**src/include/ifr_pkg.sv**
```systemverilog
/*
 * constants for the interrupt flag status block: register offsets,
 * flag bit positions, implemented-bit masks, reset values, bus answers.
 * assumes a 32-bit axi4-lite register bus with 8 decoded address bits.
 */
package ifr_pkg;

    // ------------------------------------------------------------------
    // register offsets (byte addresses)
    // ------------------------------------------------------------------
    localparam logic [7:0]  OFF_FLAGS_LOW    = 8'h00;
    localparam logic [7:0]  OFF_FLAGS_SECOND = 8'h04;
    localparam logic [7:0]  OFF_IRQ_STATUS   = 8'h08;
    localparam logic [7:0]  OFF_IRQ_CLEAR    = 8'h0c;
    localparam logic [7:0]  OFF_IRQ_ENABLE   = 8'h10;

    // ------------------------------------------------------------------
    // flag positions, first flag register
    // ------------------------------------------------------------------
    localparam int          BIT_OUT_CMP_ONE  = 2;
    localparam int          BIT_IN_CAP_ONE   = 1;
    localparam int          BIT_EXT_ZERO     = 0;

    // ------------------------------------------------------------------
    // flag positions, second flag register
    // ------------------------------------------------------------------
    localparam int          BIT_EXT_TWO      = 13;
    localparam int          BIT_TIMER_FIVE   = 12;
    localparam int          BIT_TIMER_FOUR   = 11;
    localparam int          BIT_EXT_ONE      = 4;
    localparam int          BIT_PIN_CHANGE   = 3;
    localparam int          BIT_COMPARATOR   = 2;
    localparam int          BIT_I2C_MASTER   = 1;
    localparam int          BIT_I2C_SLAVE    = 0;

    // status/clear/enable word: second flags sit in the upper half
    localparam int          SECOND_LSB       = 16;

    // ------------------------------------------------------------------
    // implemented-bit masks and reset values
    // ------------------------------------------------------------------
    localparam logic [15:0] MASK_LOW         = 16'h0007;
    localparam logic [15:0] MASK_SECOND      = 16'h381f;
    localparam logic [15:0] MASK_TIMER_PAIR  = 16'h1800;
    localparam logic [15:0] FLAGS_RST        = 16'h0000;
    localparam logic [31:0] ENABLE_RST       = 32'h0000_0000;

    // ------------------------------------------------------------------
    // bus answers
    // ------------------------------------------------------------------
    localparam logic [1:0]  RESP_OKAY        = 2'b00;
    localparam logic [1:0]  RESP_SLVERR      = 2'b10;

endpackage

```
**src/rtl/ifr_pin_edge.sv**
```systemverilog
/*
 * external interrupt pin conditioning: two-flop synchroniser per pin and
 * a rising-edge detector behind the second flop.
 * assumes pins are asynchronous to aclk and held at least two cycles.
 */
`timescale 1ns/100ps
module ifr_pin_edge #(
    parameter int WIDTH = 3
) (
    input  wire logic             aclk,
    input  wire logic             aresetn,
    input  wire logic [WIDTH-1:0] pin_async,
    output logic      [WIDTH-1:0] rise_pulse
);
    // ------------------------------------------------------------------
    // checks
    // ------------------------------------------------------------------
    if (WIDTH < 1) begin : g_bad_width
        $error("ifr_pin_edge: WIDTH must be at least 1");
    end

    // ------------------------------------------------------------------
    // synchroniser and edge detect
    // ------------------------------------------------------------------
    logic [WIDTH-1:0] meta_ff;
    logic [WIDTH-1:0] sync_ff;
    logic [WIDTH-1:0] last_ff;
    logic [WIDTH-1:0] rise_ff;
    wire  [WIDTH-1:0] nxt_rise = sync_ff & ~last_ff;

    // meta_ff feeds only sync_ff
    always_ff @(posedge aclk) begin
        if (!aresetn) begin
            meta_ff <= '0;
            sync_ff <= '0;
            last_ff <= '0;
            rise_ff <= '0;
        end else begin
            meta_ff <= pin_async;
            sync_ff <= meta_ff;
            last_ff <= sync_ff;
            rise_ff <= nxt_rise;
        end
    end

    assign rise_pulse = rise_ff;

endmodule // ifr_pin_edge

```
**src/rtl/ifr_flag_regs.sv**
```systemverilog
/*
 * interrupt request flag registers with an axi4-lite slave, a sticky
 * status view, write-one clear, enable mask and one level interrupt.
 * assumes peripheral events are one-cycle pulses on aclk and external
 * interrupt pins are asynchronous levels, flagged on their rising edge.
 */
// Local design decisions: register access over AXI4-Lite and the register addresses.
`timescale 1ns/100ps
module ifr_flag_regs
    import ifr_pkg::*;
#(
    parameter int ADDR_W     = 8,
    parameter bit HAS_TIMERS = 1'b1
) (
    input  wire logic              aclk,
    input  wire logic              aresetn,
    input  wire logic [ADDR_W-1:0] s_axi_awaddr,
    input  wire logic              s_axi_awvalid,
    output logic                   s_axi_awready,
    input  wire logic [31:0]       s_axi_wdata,
    input  wire logic [3:0]        s_axi_wstrb,
    input  wire logic              s_axi_wvalid,
    output logic                   s_axi_wready,
    output logic [1:0]             s_axi_bresp,
    output logic                   s_axi_bvalid,
    input  wire logic              s_axi_bready,
    input  wire logic [ADDR_W-1:0] s_axi_araddr,
    input  wire logic              s_axi_arvalid,
    output logic                   s_axi_arready,
    output logic [31:0]            s_axi_rdata,
    output logic [1:0]             s_axi_rresp,
    output logic                   s_axi_rvalid,
    input  wire logic              s_axi_rready,
    input  wire logic              out_cmp_one_evt,
    input  wire logic              in_cap_one_evt,
    input  wire logic              timer_four_evt,
    input  wire logic              timer_five_evt,
    input  wire logic              pin_change_evt,
    input  wire logic              comparator_evt,
    input  wire logic              i2c_master_evt,
    input  wire logic              i2c_slave_evt,
    input  wire logic [2:0]        ext_pin,
    output logic                   irq
);
    // ------------------------------------------------------------------
    // checks
    // ------------------------------------------------------------------
    if (ADDR_W < 8) begin : g_bad_addr
        $error("ifr_flag_regs: ADDR_W must be at least 8");
    end

    // ------------------------------------------------------------------
    // external pins
    // ------------------------------------------------------------------
    logic [2:0] ext_rise;

    ifr_pin_edge #(
        .WIDTH      (3)
    ) u_pin_edge (
        .aclk       (aclk),
        .aresetn    (aresetn),
        .pin_async  (ext_pin),
        .rise_pulse (ext_rise)
    );

    // ------------------------------------------------------------------
    // event vectors
    // ------------------------------------------------------------------
    // timer pair bits vanish on small parts, so they also ignore writes
    wire [15:0] mask_second = HAS_TIMERS ? MASK_SECOND : (MASK_SECOND & ~MASK_TIMER_PAIR);
    wire [15:0] ev_low = (16'(out_cmp_one_evt) << BIT_OUT_CMP_ONE)
                       | (16'(in_cap_one_evt)  << BIT_IN_CAP_ONE)
                       | (16'(ext_rise[0])     << BIT_EXT_ZERO);
    wire [15:0] ev_raw = (16'(ext_rise[2])     << BIT_EXT_TWO)
                       | (16'(timer_five_evt)  << BIT_TIMER_FIVE)
                       | (16'(timer_four_evt)  << BIT_TIMER_FOUR)
                       | (16'(ext_rise[1])     << BIT_EXT_ONE)
                       | (16'(pin_change_evt)  << BIT_PIN_CHANGE)
                       | (16'(comparator_evt)  << BIT_COMPARATOR)
                       | (16'(i2c_master_evt)  << BIT_I2C_MASTER)
                       | (16'(i2c_slave_evt)   << BIT_I2C_SLAVE);
    wire [15:0] ev_second = ev_raw & mask_second;

    // ------------------------------------------------------------------
    // write channel
    // ------------------------------------------------------------------
    logic              awready_ff;
    logic              wready_ff;
    logic              bvalid_ff;
    logic [1:0]        bresp_ff;
    logic              aw_hold_ff;
    logic              w_hold_ff;
    logic [ADDR_W-1:0] aw_addr_ff;
    logic [31:0]       w_data_ff;
    logic [3:0]        w_strb_ff;

    wire aw_take     = s_axi_awvalid & awready_ff;
    wire w_take      = s_axi_wvalid & wready_ff;
    // in the first cycle both halves are held; keeps the decode off the inputs
    wire do_write    = aw_hold_ff & w_hold_ff & ~bvalid_ff;
    wire nxt_aw_hold = aw_take | (aw_hold_ff & ~do_write);
    wire nxt_w_hold  = w_take | (w_hold_ff & ~do_write);
    wire nxt_bvalid  = do_write | (bvalid_ff & ~s_axi_bready);

    wire [7:0]  wr_off  = {aw_addr_ff[7:2], 2'b00};
    // shift, not a part-select: an empty upper slice is illegal at ADDR_W of 8
    wire        wr_hi0  = ((aw_addr_ff >> 8) == '0);
    wire        wr_low  = do_write & wr_hi0 & (wr_off == OFF_FLAGS_LOW);
    wire        wr_sec  = do_write & wr_hi0 & (wr_off == OFF_FLAGS_SECOND);
    wire        wr_clr  = do_write & wr_hi0 & (wr_off == OFF_IRQ_CLEAR);
    wire        wr_en   = do_write & wr_hi0 & (wr_off == OFF_IRQ_ENABLE);
    wire        wr_ro   = do_write & wr_hi0 & (wr_off == OFF_IRQ_STATUS);
    wire        wr_bad  = do_write & ~(wr_low | wr_sec | wr_clr | wr_en | wr_ro);
    wire [31:0] lane_m  = {{8{w_strb_ff[3]}}, {8{w_strb_ff[2]}},
                           {8{w_strb_ff[1]}}, {8{w_strb_ff[0]}}};
    wire [31:0] clr_vec = wr_clr ? (w_data_ff & lane_m) : 32'h0000_0000;

    always_ff @(posedge aclk) begin
        if (!aresetn) begin
            aw_hold_ff <= 1'b0;
            w_hold_ff  <= 1'b0;
            bvalid_ff  <= 1'b0;
            awready_ff <= 1'b0;
            wready_ff  <= 1'b0;
            bresp_ff   <= RESP_OKAY;
            aw_addr_ff <= '0;
            w_data_ff  <= 32'h0000_0000;
            w_strb_ff  <= 4'h0;
        end else begin
            aw_hold_ff <= nxt_aw_hold;
            w_hold_ff  <= nxt_w_hold;
            bvalid_ff  <= nxt_bvalid;
            awready_ff <= ~nxt_aw_hold & ~nxt_bvalid;
            wready_ff  <= ~nxt_w_hold & ~nxt_bvalid;
            if (do_write) bresp_ff <= wr_bad ? RESP_SLVERR : RESP_OKAY;
            if (aw_take) aw_addr_ff <= s_axi_awaddr;
            if (w_take) w_data_ff <= s_axi_wdata;
            if (w_take) w_strb_ff <= s_axi_wstrb;
        end
    end

    // ------------------------------------------------------------------
    // flag registers
    // ------------------------------------------------------------------
    logic [15:0] low_ff;
    logic [15:0] second_ff;
    logic [31:0] enable_ff;
    logic        irq_ff;

    wire [15:0] low_wr     = wr_low ? ((low_ff & ~lane_m[15:0]) | (w_data_ff[15:0] & lane_m[15:0]))
                                    : low_ff;
    wire [15:0] second_wr  = wr_sec ? ((second_ff & ~lane_m[15:0])
                                       | (w_data_ff[15:0] & lane_m[15:0]))
                                    : second_ff;
    // set wins over a write of zero or a clear in the same cycle
    wire [15:0] nxt_low    = ((low_wr & ~clr_vec[15:0]) & MASK_LOW) | ev_low;
    wire [15:0] nxt_second = ((second_wr & ~clr_vec[31:16]) & mask_second) | ev_second;
    wire [31:0] status_w   = {second_ff, low_ff};
    wire [31:0] nxt_enable = wr_en ? ((enable_ff & ~lane_m) | (w_data_ff & lane_m)) : enable_ff;

    always_ff @(posedge aclk) begin
        if (!aresetn) begin
            low_ff    <= FLAGS_RST;
            second_ff <= FLAGS_RST;
            enable_ff <= ENABLE_RST;
            irq_ff    <= 1'b0;
        end else begin
            low_ff    <= nxt_low;
            second_ff <= nxt_second;
            enable_ff <= nxt_enable;
            irq_ff    <= |(status_w & enable_ff);
        end
    end

    // ------------------------------------------------------------------
    // read channel
    // ------------------------------------------------------------------
    logic        arready_ff;
    logic        rvalid_ff;
    logic [31:0] rdata_ff;
    logic [1:0]  rresp_ff;

    wire        ar_take    = s_axi_arvalid & arready_ff;
    wire        nxt_rvalid = ar_take | (rvalid_ff & ~s_axi_rready);
    wire [7:0]  rd_off     = {s_axi_araddr[7:2], 2'b00};
    wire        rd_hi0     = ((s_axi_araddr >> 8) == '0);
    wire        rd_low     = rd_hi0 & (rd_off == OFF_FLAGS_LOW);
    wire        rd_sec     = rd_hi0 & (rd_off == OFF_FLAGS_SECOND);
    wire        rd_sts     = rd_hi0 & (rd_off == OFF_IRQ_STATUS);
    wire        rd_clr     = rd_hi0 & (rd_off == OFF_IRQ_CLEAR);
    wire        rd_en      = rd_hi0 & (rd_off == OFF_IRQ_ENABLE);
    wire        rd_ok      = rd_low | rd_sec | rd_sts | rd_clr | rd_en;
    // clear register is write-only and reads as zero
    wire [31:0] rd_mux     = rd_low ? {16'h0000, low_ff}
                           : rd_sec ? {16'h0000, second_ff}
                           : rd_sts ? status_w
                           : rd_en  ? enable_ff
                           : 32'h0000_0000;

    always_ff @(posedge aclk) begin
        if (!aresetn) begin
            arready_ff <= 1'b0;
            rvalid_ff  <= 1'b0;
            rdata_ff   <= 32'h0000_0000;
            rresp_ff   <= RESP_OKAY;
        end else begin
            arready_ff <= ~nxt_rvalid;
            rvalid_ff  <= nxt_rvalid;
            if (ar_take) rdata_ff <= rd_mux;
            if (ar_take) rresp_ff <= rd_ok ? RESP_OKAY : RESP_SLVERR;
        end
    end

    // ------------------------------------------------------------------
    // outputs
    // ------------------------------------------------------------------
    assign s_axi_awready = awready_ff;
    assign s_axi_wready  = wready_ff;
    assign s_axi_bvalid  = bvalid_ff;
    assign s_axi_bresp   = bresp_ff;
    assign s_axi_arready = arready_ff;
    assign s_axi_rvalid  = rvalid_ff;
    assign s_axi_rdata   = rdata_ff;
    assign s_axi_rresp   = rresp_ff;
    assign irq           = irq_ff;
endmodule // ifr_flag_regs

```
**config.mk**
```make
export PLATFORM = sky130hd
export DESIGN_NAME = ifr_flag_regs
export DESIGN_NICKNAME = d
export VERILOG_FILES = /design/src/include/ifr_pkg.sv /design/src/rtl/ifr_pin_edge.sv /design/src/rtl/ifr_flag_regs.sv
export SDC_FILE = /design/constraint.sdc
export NUM_CORES = 1
export LEC_CHECK = 0
export BUFFER_PORTS_ARGS = -buffer_cell sky130_fd_sc_hd__buf_2
export CORE_MARGIN = 5
export CORE_UTILIZATION = 62
export CTS_BUF_LIST = sky130_fd_sc_hd__clkbuf_8
export CTS_CLUSTER_SIZE = 10
export DETAILED_ROUTE_END_ITERATION = 12
export PLACE_DENSITY = 0.95
export SYNTH_ARGS = -nofsm -noshare
export SYNTH_HDL_FRONTEND = slang
export SYNTH_HIERARCHICAL = 1
export SYNTH_SLANG_ARGS = --single-unit
export TNS_END_PERCENT = 1
```
**constraint.sdc**
```tcl
create_clock -name aclk -period 3.5 [get_ports aclk]
set_clock_uncertainty 0.05 [all_clocks]
set_input_delay 0.875 -clock aclk [delete_from_list [all_inputs] [get_ports aclk]]
set_output_delay 0.875 -clock aclk [all_outputs]
set_load 0.1 [all_outputs]
```
### Yosys cells after proc, flatten, opt, wreduce, memory -nomap -nowiden

Index checks and enable logic that the tools add are counted.

* register bits: 149
* output and inout port bits: 42
* bits of input ports: 70

* bitwise gates (word level): 66
* equal/unequal tests: 8
* mux-type cells: 9
* reduce and logical (&&, ||, !) cells: 3

Operator list (count)
* two-way mux 32 bit: 4
* bitwise AND 32 bit: 2
* bitwise AND 14 bit: 3
* bitwise AND 30 x 32 -> 32 bit: 1
* inverter 32 bit: 1
* bitwise OR 32 bit: 1
* OR reduction 32 bit: 1
* two-way mux 30 bit: 1
* inverter 14 bit: 2
* bitwise OR 14 bit: 2
* equality test 6 x 2 -> 1 bit (second input constant): 4
* bitwise AND 1 bit: 17
* logical NOT 8 bit: 2
* two-way mux 14 bit: 1
* bitwise OR 14 x 1 -> 14 bit: 1
* bitwise OR 14 x 12 -> 14 bit: 1
* bitwise OR 14 x 13 -> 14 bit: 1
* bitwise OR 14 x 2 -> 14 bit: 1
* bitwise OR 14 x 3 -> 14 bit: 1
* bitwise OR 14 x 4 -> 14 bit: 1
* bitwise OR 14 x 5 -> 14 bit: 1
* equality test 6 x 1 -> 1 bit (second input constant): 2
* equality test 6 x 3 -> 1 bit (second input constant): 2
* bitwise OR 1 bit: 12
* other kinds (8): 21

### Longest topological paths before layout

Gate-level depths: netlist of run 1.

* depth after elaboration: 10
* mapped depth: 5

### Cells and area by module

Netlist of run 1, hierarchy kept.

By module, submodules not included
* ifr_flag_regs: seq. area each 2542.4 um^2, area an instance 5462.7 um^2, instances 1, cells an instance 638
* ifr_pin_edge: seq. area each 240.2 um^2, area an instance 344.1 um^2, instances 1, cells an instance 25

### Worst setup path before layout of run 1

No wires, ideal clock.

* path type: reg2reg
* start point: register bvalid_ff (netlist: s_axi_bvalid)
* end point: register second_ff[3]
* cell stages (with the launch flop): 6
* setup slack: 1253 ps
* period minus slack after synthesis: 2247 ps
* arrival time: 2123 ps
* required time: 3376 ps
* path through: dfxtp_1 -> nand3b_2 -> clkbuf_1 -> buf_2 -> o31ai_1 -> a31oi_1

* word-level cells in the longest chain between the ends: 7
* elaborated cells between the ends (all ways): 9
* those cells by class: 2 x mux; 7 x bitwise

Ends and longest elaborated chain
* start: declaration: RTL line ifr_flag_regs.sv:89 `logic bvalid_ff;`
* start signal: assignment: RTL line ifr_flag_regs.sv:132 `bvalid_ff <= nxt_bvalid;`
* inverter 1 bit (*): RTL line ifr_flag_regs.sv:100 `wire do_write = aw_hold_ff & w_hold_ff & ~bvalid_ff;`
* bitwise AND 1 bit (*): RTL line ifr_flag_regs.sv:100
* bitwise AND 1 bit: RTL line ifr_flag_regs.sv:110 `wire wr_clr = do_write & wr_hi0 & (wr_off == OFF_IRQ_CLEAR);`
* two-way mux 30 bit: RTL line ifr_flag_regs.sv:116 `wire [31:0] clr_vec = wr_clr ? (w_data_ff & lane_m) : 32'h0000_0000;`
* inverter 14 bit: RTL line ifr_flag_regs.sv:157 `wire [15:0] nxt_second = ((second_wr & ~clr_vec[31:16]) & mask_second) | ev_second;`
* bitwise AND 14 bit (*): RTL line ifr_flag_regs.sv:157
* bitwise OR 14 bit (*): RTL line ifr_flag_regs.sv:157
* end signal: assignment: RTL line ifr_flag_regs.sv:169 `second_ff <= nxt_second;`
* end: declaration: RTL line ifr_flag_regs.sv:146 `logic [15:0] second_ff;`

Every way passes the cells marked *; elsewhere a longest branch is shown, timed or not.
A chain may end at the register's enable or synchronous reset.

### Worst setup path after layout of run 1

* start point: register awready_ff (netlist: s_axi_awready)
* end point: output port s_axi_awready

RTL lines
* start: declaration: RTL line ifr_flag_regs.sv:87 `logic awready_ff;`
* start signal: assignment: RTL line ifr_flag_regs.sv:133 `awready_ff <= ~nxt_aw_hold & ~nxt_bvalid;`
* end: declaration: RTL line ifr_flag_regs.sv:19 `output logic s_axi_awready,`

No word-level cell between the ends.

==> impl_metrics.toml, run 1 <==
[status]
status = "finished clean"

[pwr]
vdd_drop_max_v = 0.000315
power_mw = 3.43
p_sw_mw = 0.866
p_leak_nw = 2.51
pwr-share-comb_pct = 8.9
internal_power_mw = 2.57
p_sw_share_pct = 25.2
seqPwrFrac_pct = 48.7
power_density_nw_per_um2 = 508
clkPwrFrac_pct = 42.4

[grt]
grt-ovfl-total = 0
gr-usage-met1_pct = 33.8
top_usage_layer = "met2"
grt_max_degree = 94
use_met3_pct = 7.53
gr-usage-met2_pct = 45.0
antenna_found_initial = 0
grtUsageTotal_pct = 27.4
grt_first_pass_wirelength_um = 25000
grt_pass1_vias = 5360

[timing]
grt_setup_unrepaired = "false"
finalHoldViolCount = 0
drv_slew = 0
maxClockFrequency_mhz = 434
setup_violations = 0
setup_tns_ns = 0
relSlewSlack_pct = 25.2
final.period_utilization_pct = 65.8
min_period_ns = 2.30
tightest_slew_ns = 1.12

[finish]
syn2layout_area_growth_pct = 16.4
fillers = 613
fin_area_sq_um = 6760
finalNonFillerCells = 866
regArea_sq_um = 2780
final_net_count = 812
drive_gt1_share_pct = 21.6
n_antenna_cell = 0
final_cell_mix = "nand2_1, dfxtp_1, buf_2"
multi_input_area_sq_um = 2770
final_common_cell = "nand2_1"

[synthesis]
postSynthCellCount = 663
synth-simple-area-share_pct = 25.5
synthAdderAreaFrac_pct = 0
synth_flop_cell = "dfxtp_1"
yosys_warnings = 6
synth_compound_area_share_pct = 16.6
synthesis.area_sq_um = 5810
synth-seq-cells = 139
synth-xor-area-share_pct = 0
synth_mux_area_share_pct = 5.52
avgSynthCellArea_sq_um = 8.76
synth_edf_count = 0
synth_top_family_by_area = "simple AND/OR/NAND/NOR gates"
ys_types = 48
yosysSeqAreaShare_pct = 47.9
async_flop_share_pct = 0

[clocking]
cts.sink_count = 139
cts_resized = 0
clockRootBuffer = "clkbuf_8"
clk_pin_slew_ns = 0.07
clk_latency_ns = 0.45
cts_tree = "done"
post_cts_buffers = 0
cts_htree_levels = 4
cts_hold_buf = 0
numCtsBuffers = 17
clock_path_buffers = 2

[drt]
drt_iter0_drc = 576
postRouteWirelength_um = 15300
ant_nets = 0
wire_per_inst_um = 17.7
dr.pass1.iters = 5
vias_per_cell = 6.18
drc = 0
vias = 5349

[job]
cap_violations = 0

[floorplanning]
die_h_um = 107
dieWidth_um = 107
rows = 35
start_util_pct = 63.1
dieArea_sq_um = 11400
design.core.area_sq_um = 9200
ios = 112

[placement]
dp_hpwl_um = 10400
placed_area_sq_um = 6300
finalWeightedCongestion = 0.906
port_buffers = 105
dp.cells = 834

[critical_path]
worst-path-buf-inv = 1
crit_start = "s_axi_awready"
crit_type = "reg2out"
cp.required_ns = 2.57
cp_max_fo = 8
endpoint_kind = "output pin"
arrival_ns = 1.38
r2r_start = "s_axi_bvalid"
worstSetupStartpointType = "flop"
worstPathCellList = "buf_2"
slowest_stage = "buf_2"
slowest_delay_ns = 0.48
crit_family = "buffers and inverters"

[hold_path]
hold_path.class = "reg2reg"
min_from = "u_pin_edge/meta_ff[1]"
-- cells in the mapped netlist, types with 2 or more instances --
master	number	area, sq um
o41ai_1	11	96.3
inv_1	7	26.3
nor2_1	19	71.3
nand4_1	2	12.5
buf_6	2	22.5
nor2b_1	3	18.8
and4b_1	2	20.0
a211o_1	14	123
nand2_1	160	601
buf_4	2	15.0
o31ai_1	5	37.5
o21ai_0	9	45.0
nand2b_1	11	68.8
a31oi_1	10	62.6
o221a_2	3	33.8
and2_1	5	31.3
and3b_1	8	70.1
buf_2	3	15.0
clkbuf_1	44	165
or2_2	3	18.8
nor4_4	4	85.1
dfxtp_1	139	2780
a32oi_1	16	140
o2111ai_1	3	26.3
nor3_1	5	25.0
a41oi_1	3	26.3
buf_1	2	7.51
a22o_1	2	17.5
mux2i_1	32	320
a221oi_1	2	17.5
nor4_1	2	12.5
nand3b_1	29	218
a21oi_1	66	330
and3_1	4	25.0
and2_2	6	45.0
nand3_1	10	50.1
and3b_2	2	20.0
or4_1	3	22.5
-- per-layer routing --
metal / vias up / part of all wire [%]
li1: 2498 / -
met1: 2506 / 39
met2: 288 / 48
met3: 57 / 9.7
met4: 0 / 3.6
met5: - / 0
-- stage by stage --
stage / setup WS, ns / util [%] / hold WS (ns)
after detailed placement: 1.00 / 68.5 / 0.367
final: 1.20 / 73.5 / 0.384
after floorplan: 1.25 / - / 0.356
after global placement: 1.08 / 68.5 / 0.360
after global routing: 1.13 / 73.5 / 0.395
after CTS: 1.18 / 73.5 / 0.386
-- final cells by class --
cell class                      count  share of cell area, %
Clock inverter                     11                   2.48
Multi-Input combinational cell    464                   41.0
Inverter                            8                  0.444
Sequential cell                   139                   41.2
Tap cell                          111                   2.05
Clock buffer                       21                   4.28
Timing Repair Buffer              112                   8.55
-- power groups by stage --
stage          combinational, mW  clock (mW)  sequential, mW
4_1_cts                    0.302        1.46            1.67
3_3_place_gp               0.287           0            1.70
3_5_place_dp               0.298           0            1.70
5_1_grt                    0.331        1.53            1.68
2_1_floorplan              0.177           0            1.74
6_report                   0.305        1.45            1.67
-- kinds of logic after synthesis --
| family | after synthesis |
|---|---|
| and+or+nand+nor | 285 |
| AOI/OAI and AO/OA | 145 |
| DFF | 139 |
| buffers and inverters | 61 |
| muxes | 32 |
| other | 1 |
-- worst paths after layout --
check             cells past startpoint                     to  slack (ns)
setup / recovery                      1          s_axi_awready        1.20
setup reg to reg                      3                   flop        1.27
hold reg to reg                       1  u_pin_edge/sync_ff[1]        0.38
hold / removal                        1  u_pin_edge/sync_ff[1]        0.38
Power figures use the tool's default switching activity.
==> run 2: changes to the inputs <==
- ABC_AREA: unset -> 1
- CORE_UTILIZATION: 62 -> 51
- PLACE_DENSITY: 0.95 -> 0.88
- clock period: 3.5 -> 2.1 ns (I/O delays scaled with it)
==> impl_metrics.toml, run 2 <==
[status]
status = "finished clean"

[floorplanning]
design.core.area_sq_um = 10900
dieArea_sq_um = 13300
rows = 38
dieWidth_um = 115
start_util_pct = 52.1
ios = 112
die_h_um = 115

[pwr]
internal_power_mw = 3.95
seqPwrFrac_pct = 51.7
p_sw_share_pct = 27.6
vdd_drop_max_v = 0.000470
clkPwrFrac_pct = 38.0
power_density_nw_per_um2 = 821
p_leak_nw = 2.91
p_sw_mw = 1.51
pwr-share-comb_pct = 10.3

[synthesis]
yosysSeqAreaShare_pct = 49.1
synth-simple-area-share_pct = 28.4
avgSynthCellArea_sq_um = 7.35
async_flop_share_pct = 0
ys_types = 29
synth_edf_count = 0
synth-seq-cells = 139
synth_area_leaders = "dfxtp_1, nand2_1, nor2_1"
synth_flop_cell = "dfxtp_1"
synth_mux_area_share_pct = 0
yosysTopAreaCell = "dfxtp_1"
synthAdderAreaFrac_pct = 0
synth_top_area_share_pct = 49.1
synth_common_cells = "nand2_1, dfxtp_1, nor2_1"
postSynthCellCount = 771
synth_most_common_cell = "nand2_1"
yosys_warnings = 6
synth_compound_area_share_pct = 13.9
synthesis.area_sq_um = 5670
synth-xor-area-share_pct = 0
synth_top_family_by_area = "simple AND/OR/NAND/NOR gates"

[critical_path]
arrival_ns = 2.14
crit_family = "simple AND/OR/NAND/NOR gates"
worstSetupPathDepth = 7
endpoint_kind = "flop"
cp.required_ns = 2.37
worstSetupStartpointType = "flop"
ff2ff_path_depth = 7
crit_type = "reg2reg"
worst-path-buf-inv = 2
worstPathCellList = "nor2_1, inv_1, nor2_2, buf_4, nand3_1, nand2_1, a21oi_1"
cp_max_fo = 8
slowest_delay_ns = 0.34
slowest_stage = "nor2_2"

[hold_path]
min_path_cells = 3
hold_path.class = "in2reg"

[timing]
setup_tns_ns = 0
hold_ws_ns = 0.207
tightest_slew_ns = 0.645
setup_ws_ns = 0.226
drv_slew = 0
final.period_utilization_pct = 89.2
maxClockFrequency_mhz = 534
relSlewSlack_pct = 56.9
setup_violations = 0
grt_setup_unrepaired = "false"
min_period_ns = 1.87
finalHoldViolCount = 0

[grt]
grt_max_degree = 71
grt_pass1_vias = 4768
grtUsageTotal_pct = 21.5
grt_first_pass_wirelength_um = 23000
grt-ovfl-total = 0
antenna_found_initial = 0

[clocking]
clk_latency_ns = 0.45
cts_tree = "done"
clock_path_buffers = 2
cts_hold_buf = 0
cts.sink_count = 139
cts_htree_levels = 4
clockRootBuffer = "clkbuf_8"
numCtsBuffers = 17
clk_pin_slew_ns = 0.08

[finish]
n_antenna_cell = 0
final_common_cell = "nand2_1"
post-route-util_pct = 61.1
syn2layout_area_growth_pct = 17.3
regArea_sq_um = 2780
final_net_count = 934
fillers = 1004
final_cell_mix = "nand2_1, dfxtp_1, nor2_1"
multi_input_area_sq_um = 2410
drive_gt1_share_pct = 19.3

[drt]
vias_per_cell = 5.25
ant_nets = 0
vias = 5339
drc = 0
drt_iter0_drc = 507
wire_per_inst_um = 13.8
postRouteWirelength_um = 14100
dr.pass1.iters = 6

[placement]
dp_hpwl_um = 10000
place_ws_ns = 0.207
finalWeightedCongestion = 0.876
port_buffers = 105

[job]
cap_violations = 0
run 2: cell count changes after synthesis, moves of 10 or more:
cell	previous run	this run
a211o_1	14	0
nand2b_1	11	0
o41ai_1	11	0
nand3_1	10	38
mux2i_1	32	0
a32oi_1	16	0
nand4_1	2	43
nand2_1	160	148
a31oi_1	10	0
o21ai_0	9	68
inv_1	7	57
clkbuf_1	44	21
nor2_1	19	124
nand3b_1	29	1
run 2: timing repair:
action | 4_1_cts | 5_1_grt
resized for setup | 0 | 1
endpoints found under the setup margin | 0 | 7
setup buffers | 0 | 0
run 2: layout make-up:
type / count / area share (%)
Clock buffer: 17 / 3.52
Clock inverter: 15 / 2.29
Inverter: 62 / 3.50
Multi-Input combinational cell: 524 / 36.3
Sequential cell: 139 / 41.8
Tap cell: 140 / 2.63
Timing Repair Buffer: 120 / 9.97
run 2: layer usage:
layer	track usage (%)	part of all wire [%]
met5	0	0
met4	7.12	1.4
met3	5.22	8.6
met2	31.6	43
met1	31.2	47
run 2: worst paths after layout:
check / start / endpoint / slack (ns)
worst min register to register: u_pin_edge/last_ff[2] / u_pin_edge/rise_pulse[2] / 0.35
worst max register to register: aw_addr_ff[7] / flop / 0.23
worst max-delay path: aw_addr_ff[7] / flop / 0.23
worst min-delay path: ext_pin[0] / u_pin_edge/meta_ff[0] / 0.21
run 2: tightest hold or removal path: cells and delay by family:
family,cells,cell delay [ns]
buf+inv,2,0.11
simple gates,1,0.04
run 2: power groups by stage:
stage	Combinational [mW]	Sequential [mW]	Clock [mW]
6_report	0.564	2.82	2.08
5_1_grt	0.627	2.84	2.24
4_1_cts	0.562	2.82	2.11
3_5_place_dp	0.561	2.88	0
3_3_place_gp	0.550	2.88	0
2_1_floorplan	0.335	2.93	0
run 2: cells by family (layout without fill, tap and decap cells):
group,count (synthesis),in the layout
compound gates,154,154
buf+inv,109,214
flops,139,139
other cells,1,2
simple gates,368,368
run 2: per-stage QoR:
step,cell area [sq um],power [mW],std cells
after floorplan,5670,3.27,772
after detailed placement,6260,3.44,985
after CTS,6650,5.49,1017
after global routing,6650,5.71,1017
final,6650,5.46,1017
after global placement,6260,3.43,985
